File: src/common/cli_pkg.sv
package cli_pkg;
  localparam int PC_W = 13;
  localparam int WORD_W = 10;
  localparam int SP_W = 3;
  localparam int STACK_DEPTH = 8;
  localparam int ADDR_W = 8;
  localparam int CTRL_WIDE_BIT = 0;

  localparam logic [2:0] OP_BM_HI = 3'h2;
  localparam logic [4:0] OP_BML_HI = 5'h06;
  localparam logic [5:0] OP_LA_HI = 6'h07;
  localparam logic [1:0] OP_LXY_HI = 2'h3;
  localparam logic [1:0] OP_SECOND_HI = 2'h2;
  localparam logic [7:0] OP_IAP_HI = 8'h98;
  localparam logic [1:0] IAP_PORT0 = 2'h0;
  localparam logic [1:0] IAP_PORT1 = 2'h1;
  localparam logic [1:0] IAP_PORT2 = 2'h2;
  localparam logic [9:0] OP_CALL_LONG_INDEXED = 10'h030;
  localparam logic [9:0] OP_BLA = 10'h010;
  localparam logic [9:0] OP_DI = 10'h004;
  localparam logic [9:0] OP_EI = 10'h005;
  localparam logic [9:0] OP_ARM_POWER_DOWN = 10'h05B;
  localparam logic [9:0] OP_POF = 10'h002;
  localparam logic [9:0] OP_RAM_BACKUP_OP = 10'h008;
  localparam logic [9:0] OP_INY = 10'h013;

  localparam logic [5:0] PAGE_TWO = 6'h02;
  localparam logic [5:0] PAGE_THREE = 6'h03;
  localparam logic [6:0] OFF_LAST = 7'h7F;
  localparam logic [12:0] PC_MASK_WIDE = 13'h1FFF;
  localparam logic [12:0] PC_MASK_NARROW = 13'h0FFF;
  localparam logic [12:0] PC_RESET = 13'h0000;
  localparam logic [12:0] PC_STEP = 13'h0001;
  localparam logic [3:0] NIB_RESET = 4'h0;
  localparam logic [3:0] NIB_ONE = 4'h1;
  localparam logic [3:0] NIB_ZERO = 4'h0;
  localparam logic [2:0] SP_RESET = 3'h7;
  localparam logic [2:0] SP_ONE = 3'h1;
  localparam logic [2:0] D_RESET = 3'h0;

  localparam logic [7:0] REG_CTRL = 8'h00;
  localparam logic [7:0] REG_DIDX = 8'h04;
  localparam logic [7:0] REG_STAT = 8'h08;
  localparam logic [7:0] REG_PC = 8'h0C;
  localparam logic [7:0] REG_TOP = 8'h10;

  typedef enum logic [1:0] {st_fetch, st_second, st_skip2} cli_state_t;

  typedef struct packed {
    logic [13:0] rsvd;
    logic arm;
    logic inte_eff;
    logic inte;
    logic [2:0] sp;
    logic [3:0] y;
    logic [3:0] x;
    logic [3:0] acc;
  } cli_status_t;
endpackage

File: src/rtl/cli_decode.sv
`timescale 1ns/10ps
module cli_decode (
  input wire logic pclk,
  input wire logic presetn,
  input wire logic psel,
  input wire logic penable,
  input wire logic pwrite,
  input wire logic [cli_pkg::ADDR_W-1:0] paddr,
  input wire logic [31:0] pwdata,
  output logic [31:0] prdata,
  output logic pready,
  output logic pslverr,
  input wire logic instr_valid,
  input wire logic [cli_pkg::WORD_W-1:0] instr_word,
  input wire logic [3:0] port0_pins,
  input wire logic [3:0] port1_pins,
  input wire logic [3:0] port2_pins,
  output logic [cli_pkg::PC_W-1:0] pc_addr,
  output logic [3:0] acc_out,
  output logic irq_accept_en,
  output logic clock_hold_req,
  output logic ram_backup_req
);
  logic [cli_pkg::PC_W-1:0] pc_q;
  logic [cli_pkg::PC_W-1:0] pc_mask;
  logic [cli_pkg::PC_W-1:0] pc_seq;
  logic [cli_pkg::PC_W-1:0] top_word;
  logic [4:0] page_lo_q;
  logic [cli_pkg::SP_W-1:0] sp_q;
  logic [cli_pkg::SP_W-1:0] sp_next;
  logic [2:0] d_idx_q;
  logic [3:0] acc_q;
  logic [3:0] x_q;
  logic [3:0] y_q;
  logic [3:0] y_inc;
  logic inte_q;
  logic inte_eff_q;
  logic arm_q;
  logic skip_q;
  logic last_la_q;
  logic last_lxy_q;
  logic wide_rom_q;
  logic hold_q;
  logic backup_q;
  logic second_push_q;
  logic second_idx_q;
  cli_pkg::cli_state_t state_q;
  logic [cli_pkg::WORD_W-1:0] opc;
  logic is_bm;
  logic is_bml1;
  logic is_two;
  logic is_la;
  logic is_lxy;
  logic is_iap;
  logic fetch_word;
  logic skip_now;
  logic go;
  logic go2;
  logic push;
  logic apb_setup;
  logic apb_write;
  logic mapped;
  logic [31:0] rd_mux;
  logic [31:0] prdata_q;
  logic pready_q;
  logic pslverr_q;
  cli_pkg::cli_status_t status;

  assign opc = instr_word;
  assign is_bm = (opc[9:7] == cli_pkg::OP_BM_HI);
  assign is_bml1 = (opc[9:5] == cli_pkg::OP_BML_HI);
  assign is_two = is_bml1 || (opc == cli_pkg::OP_CALL_LONG_INDEXED)
                  || (opc == cli_pkg::OP_BLA);
  assign is_la = (opc[9:4] == cli_pkg::OP_LA_HI);
  assign is_lxy = (opc[9:8] == cli_pkg::OP_LXY_HI);
  assign is_iap = (opc[9:2] == cli_pkg::OP_IAP_HI);
  assign fetch_word = instr_valid && (state_q == cli_pkg::st_fetch);
  assign skip_now = skip_q || (is_la && last_la_q)
                    || (is_lxy && last_lxy_q);
  assign go = fetch_word && !skip_now;
  assign go2 = instr_valid && (state_q == cli_pkg::st_second)
               && (opc[9:8] == cli_pkg::OP_SECOND_HI);
  assign push = (go && is_bm) || (go2 && second_push_q);
  assign sp_next = sp_q + cli_pkg::SP_ONE;
  assign y_inc = y_q + cli_pkg::NIB_ONE;
  // The top page bit only exists on the large ROM.
  assign pc_mask = wide_rom_q ? cli_pkg::PC_MASK_WIDE
                              : cli_pkg::PC_MASK_NARROW;
  // Sequential fetch carries out of the in-page offset into the page field.
  assign pc_seq = (pc_q + cli_pkg::PC_STEP) & pc_mask;

  cli_ret_stack u_stack (
    .clk(pclk),
    .rst_n(presetn),
    .push(push),
    .wr_idx(sp_next),
    .wr_data(pc_seq),
    .rd_idx(sp_q),
    .rd_data(top_word)
  );

  always_ff @(posedge pclk or negedge presetn)
  begin
    if (!presetn)
    begin
      state_q <= cli_pkg::st_fetch;
      second_push_q <= 1'b0;
      second_idx_q <= 1'b0;
      page_lo_q <= 5'h00;
    end
    else if (fetch_word)
    begin
      if (is_two)
      begin
        state_q <= skip_now ? cli_pkg::st_skip2
                            : cli_pkg::st_second;
      end
      second_push_q <= (opc != cli_pkg::OP_BLA);
      second_idx_q <= !is_bml1;
      page_lo_q <= opc[4:0];
    end
    else if (instr_valid)
    begin
      state_q <= cli_pkg::st_fetch;
    end
  end

  always_ff @(posedge pclk or negedge presetn)
  begin
    if (!presetn)
    begin
      pc_q <= cli_pkg::PC_RESET;
    end
    else if (go && is_bm)
    begin
      pc_q <= {cli_pkg::PAGE_TWO, opc[6:0]} & pc_mask;
    end
    else if (go2 && second_idx_q)
    begin
      pc_q <= {opc[7:6], opc[3:0], d_idx_q, acc_q} & pc_mask;
    end
    else if (go2)
    begin
      pc_q <= {opc[7], page_lo_q, opc[6:0]} & pc_mask;
    end
    else if (instr_valid)
    begin
      pc_q <= pc_seq;
    end
  end

  always_ff @(posedge pclk or negedge presetn)
  begin
    if (!presetn)
    begin
      sp_q <= cli_pkg::SP_RESET;
    end
    else if (push)
    begin
      sp_q <= sp_next;
    end
  end

  always_ff @(posedge pclk or negedge presetn)
  begin
    if (!presetn)
    begin
      skip_q <= 1'b0;
      last_la_q <= 1'b0;
      last_lxy_q <= 1'b0;
    end
    else if (fetch_word)
    begin
      skip_q <= go && (opc == cli_pkg::OP_INY)
                && (y_inc == cli_pkg::NIB_ZERO);
      last_la_q <= is_la;
      last_lxy_q <= is_lxy;
    end
    else if (instr_valid)
    begin
      last_la_q <= 1'b0;
      last_lxy_q <= 1'b0;
    end
  end

  always_ff @(posedge pclk or negedge presetn)
  begin
    if (!presetn)
    begin
      acc_q <= cli_pkg::NIB_RESET;
    end
    else if (go && is_la)
    begin
      acc_q <= opc[3:0];
    end
    else if (go && is_iap)
    begin
      case (opc[1:0])
        cli_pkg::IAP_PORT0: acc_q <= port0_pins;
        cli_pkg::IAP_PORT1: acc_q <= port1_pins;
        cli_pkg::IAP_PORT2: acc_q <= port2_pins;
        default: acc_q <= acc_q;
      endcase
    end
  end

  always_ff @(posedge pclk or negedge presetn)
  begin
    if (!presetn)
    begin
      x_q <= cli_pkg::NIB_RESET;
      y_q <= cli_pkg::NIB_RESET;
    end
    else if (go && is_lxy)
    begin
      x_q <= opc[7:4];
      y_q <= opc[3:0];
    end
    else if (go && (opc == cli_pkg::OP_INY))
    begin
      y_q <= y_inc;
    end
  end

  // The accepted-enable copy trails the flag by one machine cycle.
  always_ff @(posedge pclk or negedge presetn)
  begin
    if (!presetn)
    begin
      inte_q <= 1'b0;
      inte_eff_q <= 1'b0;
    end
    else if (instr_valid)
    begin
      inte_eff_q <= inte_q;
      if (go && (opc == cli_pkg::OP_DI))
      begin
        inte_q <= 1'b0;
      end
      else if (go && (opc == cli_pkg::OP_EI))
      begin
        inte_q <= 1'b1;
      end
    end
  end

  always_ff @(posedge pclk or negedge presetn)
  begin
    if (!presetn)
    begin
      arm_q <= 1'b0;
      hold_q <= 1'b0;
      backup_q <= 1'b0;
    end
    else
    begin
      hold_q <= go && arm_q && (opc == cli_pkg::OP_POF);
      backup_q <= go && arm_q && (opc == cli_pkg::OP_RAM_BACKUP_OP);
      if (go)
      begin
        arm_q <= (opc == cli_pkg::OP_ARM_POWER_DOWN);
      end
    end
  end

  assign apb_setup = psel && !penable;
  assign apb_write = psel && penable && pready_q && pwrite && !pslverr_q;

  always_comb
  begin
    status = '0;
    status.arm = arm_q;
    status.inte_eff = inte_eff_q;
    status.inte = inte_q;
    status.sp = sp_q;
    status.y = y_q;
    status.x = x_q;
    status.acc = acc_q;
    mapped = 1'b1;
    rd_mux = 32'h0000_0000;
    case (paddr)
      cli_pkg::REG_CTRL: rd_mux[cli_pkg::CTRL_WIDE_BIT] = wide_rom_q;
      cli_pkg::REG_DIDX: rd_mux[2:0] = d_idx_q;
      cli_pkg::REG_STAT: rd_mux = status;
      cli_pkg::REG_PC: rd_mux[cli_pkg::PC_W-1:0] = pc_q;
      cli_pkg::REG_TOP: rd_mux[cli_pkg::PC_W-1:0] = top_word;
      default: mapped = 1'b0;
    endcase
  end

  always_ff @(posedge pclk or negedge presetn)
  begin
    if (!presetn)
    begin
      pready_q <= 1'b0;
      pslverr_q <= 1'b0;
      prdata_q <= 32'h0000_0000;
    end
    else
    begin
      pready_q <= apb_setup;
      pslverr_q <= apb_setup && !mapped;
      prdata_q <= (apb_setup && !pwrite) ? rd_mux : 32'h0000_0000;
    end
  end

  always_ff @(posedge pclk or negedge presetn)
  begin
    if (!presetn)
    begin
      wide_rom_q <= 1'b1;
      d_idx_q <= cli_pkg::D_RESET;
    end
    else if (apb_write && (paddr == cli_pkg::REG_CTRL))
    begin
      wide_rom_q <= pwdata[cli_pkg::CTRL_WIDE_BIT];
    end
    else if (apb_write && (paddr == cli_pkg::REG_DIDX))
    begin
      d_idx_q <= pwdata[2:0];
    end
  end

  assign prdata = prdata_q;
  assign pready = pready_q;
  assign pslverr = pslverr_q;
  assign pc_addr = pc_q;
  assign acc_out = acc_q;
  assign irq_accept_en = inte_eff_q;
  assign clock_hold_req = hold_q;
  assign ram_backup_req = backup_q;
endmodule

File: src/rtl/cli_ret_stack.sv
`timescale 1ns/10ps
module cli_ret_stack (
  input wire logic clk,
  input wire logic rst_n,
  input wire logic push,
  input wire logic [cli_pkg::SP_W-1:0] wr_idx,
  input wire logic [cli_pkg::PC_W-1:0] wr_data,
  input wire logic [cli_pkg::SP_W-1:0] rd_idx,
  output logic [cli_pkg::PC_W-1:0] rd_data
);
  logic [cli_pkg::PC_W-1:0] slot_q [cli_pkg::STACK_DEPTH];

  // The index wraps silently; a ninth push overwrites the oldest entry.
  always_ff @(posedge clk or negedge rst_n)
  begin
    if (!rst_n)
    begin
      for (int i = 0; i < cli_pkg::STACK_DEPTH; i++)
      begin
        slot_q[i] <= cli_pkg::PC_RESET;
      end
    end
    else if (push)
    begin
      slot_q[wr_idx] <= wr_data;
    end
  end

  assign rd_data = slot_q[rd_idx];
endmodule

File: config.mk
export PLATFORM = sky130hd
export DESIGN_NAME = cli_decode
export DESIGN_NICKNAME = d
export VERILOG_FILES = /design/src/common/cli_pkg.sv /design/src/rtl/cli_decode.sv /design/src/rtl/cli_ret_stack.sv
export SDC_FILE = /design/constraint.sdc
export NUM_CORES = 1
export LEC_CHECK = 0
export BUFFER_PORTS_ARGS = -buffer_cell sky130_fd_sc_hd__buf_2
export CAP_MARGIN = 20
export CORE_MARGIN = 2
export CORE_UTILIZATION = 55
export CTS_CLUSTER_DIAMETER = 200
export DETAILED_ROUTE_END_ITERATION = 8
export PLACE_DENSITY_LB_ADDON = 0.1
export SLEW_MARGIN = 20
export SYNTH_ARGS = -nofsm -noshare
export SYNTH_HDL_FRONTEND = slang
export SYNTH_SLANG_ARGS = --single-unit
export TNS_END_PERCENT = 30
File: constraint.sdc
create_clock -name pclk -period 7.2 [get_ports pclk]
set_clock_uncertainty 0.15 [all_clocks]
set_input_delay 0.36 -clock pclk [delete_from_list [all_inputs] [get_ports pclk]]
set_output_delay 0.36 -clock pclk [all_outputs]
set_load 0.01 [all_outputs]
==> run_results.csv <==
group,metric,value,unit
run_status,run_status,"finished clean",
synth,synth.area.top_cells,"dfrtp_1 50%, mux4_2 7.1%, a21oi_1 5.2%",
detailed_routing,via_per_inst,6.02,
setup_path,path_class,"flop to flop",
setup_path,setup.worst_path.start_class,"flop",
power,p_leak,4.27,nW
setup_path,regToRegSetupSlack,3.93,ns
timing,setup_viol,0,
power,comb_power_share,29.9,%
synth,yosysSeqAreaShare,50.9,%
final_layout,mostFrequentLayoutCell,"dfrtp_1",
floorplanning,vertical_die_dimension,128,um
final_layout,nets,913,
setup_path,critPathMaxStageDelay,1.08,ns
timing,grt_setup_unrepaired,"no",
final_layout,antenna_cells_inserted,0,
floorplanning,rows,45,
timing,setup_tns_final,0,ns
place,numPortBuffers,78,
setup_path,cp-end-kind,"flop",
floorplanning,fp.dieW,128,um
final_layout,post-route-util,62.6,%
clock_network,postCtsResizedCells,0,
final_layout,filler_cell_count,1208,
clock_network,cts_num_sinks,173,
synth,synth_cell_types,60,
power,p_sw_share,34.5,%
worst_hold_path,worstHoldStart,"pwdata[1]",
setup_path,crit_slowest_cell,"dfstp_2",
clock_network,worst_skew_pair.late_latency,0.44,ns
clock_network,ctsHtreeMaxLevel,4,
worst_hold_path,worst_hold_path.num_cells,2,
setup_path,r2r_end,"u_stack.slot_q[1]",
power,internal_power,0.00227,W
clock_network,number_of_buffers_created_by_cts,17,
grt,grt_max_degree,107,
worst_hold_path,worst_hold_end,"d_idx_q[1]",
place,dpl_worst_slack,3.92,ns
timing,slew_headroom,30.5,%
floorplanning,core,15100,um^2
setup_path,worst-endpoint-required,7.37,ns
clock_network,worst_setup_hold_path_clk_slew,0.06,ns
timing,tightestPinTransition,1.04,ns
clock_network,clk_root_buffer_cell,"clkbuf_16",
detailed_routing,avgRoutedWirePerCell,20.0,um
run,total_of_max_cap_violations,0,
final_layout,layout-area-overhead-vs-synth,11.5,%
detailed_routing,detail-route-antenna-nets,0,
place,dpl_cell_area,8920,um^2
synth,yosys.area.top_type_share,49.7,%
synth,postSynth.asyncResetShare,100,%
floorplanning,top_level_ports,122,
synth,ys_seq_elements,173,
synth,cell_count_after_synthesis,780,
floorplanning,floorplan.initialDensity,56.2,%
setup_path,timing.critical_path.fanout_max,29,
detailed_routing,drt_iter0_drc,578,
clock_network,tritoncts,"yes",
power,p_clk_share,25.4,%
synth,synth_flop_cell,"dfrtp_1",
setup_path,cells_along_the_critical_path,"ha_1, xor2_1, nand2_1, a211oi_2, buf_4, mux2_2",
grt,first_global_vias,6184,
synth,syn_avg_cell_area,10.9,um^2
setup_path,worst_r2r_path_depth,6,
final_layout,fraction_of_final_layout_cells_with_drive_strength_greater_than_1,21.6,%
worst_hold_path,hold_path.class,"input pin to flop",
timing,final-hold-violation-count,0,
timing,holdWs,0.00996,ns
timing,timing.fmax,306,MHz
timing,timing_max_transition_violations_final,0,
power,p_per_area,365,nW/um^2
synth,synth_area_leader_cell,"dfrtp_1",
final_layout,layout.cells.most_common_list,"169 x dfrtp_1, 106 x nor2_1, 89 x a21oi_1",
detailed_routing,detailroute.via_count,6248,
clock_network,cts_max_path_buffers,2,
timing,period_share,45.4,%
setup_path,worst_reg2reg_path_startpoint,"sp_q[1]",
detailed_routing,detailedRoute.firstPassIterationCount,5,
grt,grt_antenna_before_repair,0,
timing,final.setup.worst_slack,3.93,ns
power,share_seq_of_total_power,44.7,%
synth,synth.cell_area,8510,um^2
place,gp_congestion,0.878,
power,total_switching_power,0.00119,W
setup_path,cp.arrival,3.44,ns
floorplanning,design.die.area,16500,um^2
place,hpwl,14100,um
synth,number_of_synthesized_flops_with_an_enable_pin,0,
detailed_routing,finalWirelength,20800,um
synth,yosys_warnings,0,
grt,gr-total-overflow,0,
detailed_routing,post-route-drc-count,0,
grt,grt_first_pass_wirelength,33200,um
final_layout,postLayoutCellArea,9490,um^2
power,power.ir.vdd_worst,0.205,mV
timing,fin_crit,3.27,ns
grt,track_usage,26.8,%
[through the flow]
stage	total power [W]	instances
6_report	0.00346	1038
3_3_place_gp	0.00253	1005
3_5_place_dp	0.00259	1005
4_1_cts	0.00348	1038
5_1_grt	0.00366	1038
2_1_floorplan	0.00229	793
[synth_stat cells, types with 8 or more instances]
cell,count
o21ai_0,19
buf_2,19
inv_1,29
dfrtp_1,169
ha_1,8
a31oi_1,9
nand3_1,16
nor2_1,106
buf_4,16
a22oi_1,9
xnor2_1,14
nor3_1,9
o22ai_1,18
nand2_1,42
mux2i_1,39
a21oi_1,89
mux4_2,27
mux2_2,18
clkbuf_1,20
[registers in the layout, indices dropped and copies added (netlist names)]
signal and flops:
d_idx_q 3, pready 1, acc_out 4, last_la_q 1, arm_q 1, ram_backup_req 1, page_lo_q 5, x_q 4
y_q 4, prdata 18, wide_rom_q 1, state_q 2, pc_addr 13, sp_q 3, pslverr 1, inte_q 1
last_lxy_q 1, u_stack.slot_q 104, skip_q 1, clock_hold_req 1, second_push_q 1, second_idx_q 1, irq_accept_en 1
[metal layers]
layer  routed length [um]  up-vias  GRT usage [%]
met2                 9570      223           41.1
li1                     -     2875              -
met5                    0        -              0
met1                 9360     3111           38.4
met3                 1340       39           4.91
met4                  529        0           10.1
[how the worst max path moves through the flow]
| stage | startpoint | end | cells past startpoint |
|---|---|---|---|
| after global routing | sp_q[1] | u_stack.slot_q[14] | 6 |
| after CTS | sp_q[1] | u_stack.slot_q[1] | 6 |
| final | sp_q[1] | u_stack.slot_q[1] | 6 |
| after floorplan | sp_q[0] | u_stack.slot_q[1] | 5 |
| after global placement | sp_q[1] | u_stack.slot_q[1] | 6 |
| after detailed placement | sp_q[1] | u_stack.slot_q[1] | 6 |
[power groups by stage]
| stage | registers (W) | logic [W] | clock network, W |
|---|---|---|---|
| 5_1_grt | 0.00158 | 0.00115 | 0.000929 |
| 4_1_cts | 0.00154 | 0.00104 | 0.000892 |
| 3_3_place_gp | 0.00153 | 0.000998 | 0 |
| 2_1_floorplan | 0.00143 | 0.000857 | 0 |
| 6_report | 0.00155 | 0.00103 | 0.000878 |
| 3_5_place_dp | 0.00156 | 0.00104 | 0 |
[critical path, delay by kind of cell, from the launching register on]
family,cells,cell delay [ns]
DFF,1,1.08
xor gates and xnor gates,1,0.44
muxes,1,0.37
adders and majority gates,1,0.36
buffers and inverters,1,0.34
AOI/OAI and AO/OA,1,0.22
and+or+nand+nor,1,0.18
[layout make-up]
| type | count | area, um^2 | area share, % |
|---|---|---|---|
| sequential | 173 | 4330 | 45.7 |
| multi-input combinational | 527 | 3770 | 39.7 |
| timing repair buffer | 89 | 482 | 5.08 |
| clock buffer | 20 | 447 | 4.71 |
| tap | 188 | 235 | 2.48 |
| clock inverter | 12 | 114 | 1.20 |
| inverter | 29 | 109 | 1.15 |
[timing repair]
| item | 4_1_cts | 5_1_grt |
|---|---|---|
| setup buffers | 0 | 0 |
| hold buffers | 1 | 0 |
| setup endpoints to repair | 0 | 0 |
| hold endpoints to repair | 101 | 0 |
[kinds of logic (layout without fill, tap and decap cells)]
group / after synthesis / in the layout / share of synthesized area, %
XOR/XNOR: 20 / 20 / 2.06
AND/OR/NAND/NOR: 221 / 221 / 12.4
flip-flops: 173 / 173 / 50.9
buffers and inverters: 93 / 150 / 5.35
other: 1 / 14 / 0.0441
adder cells (fa/ha/maj): 8 / 8 / 1.18
AO/OA/AOI/OAI: 177 / 177 / 13.5
multiplexers: 87 / 87 / 14.5
Power figures use the tool's default switching activity.
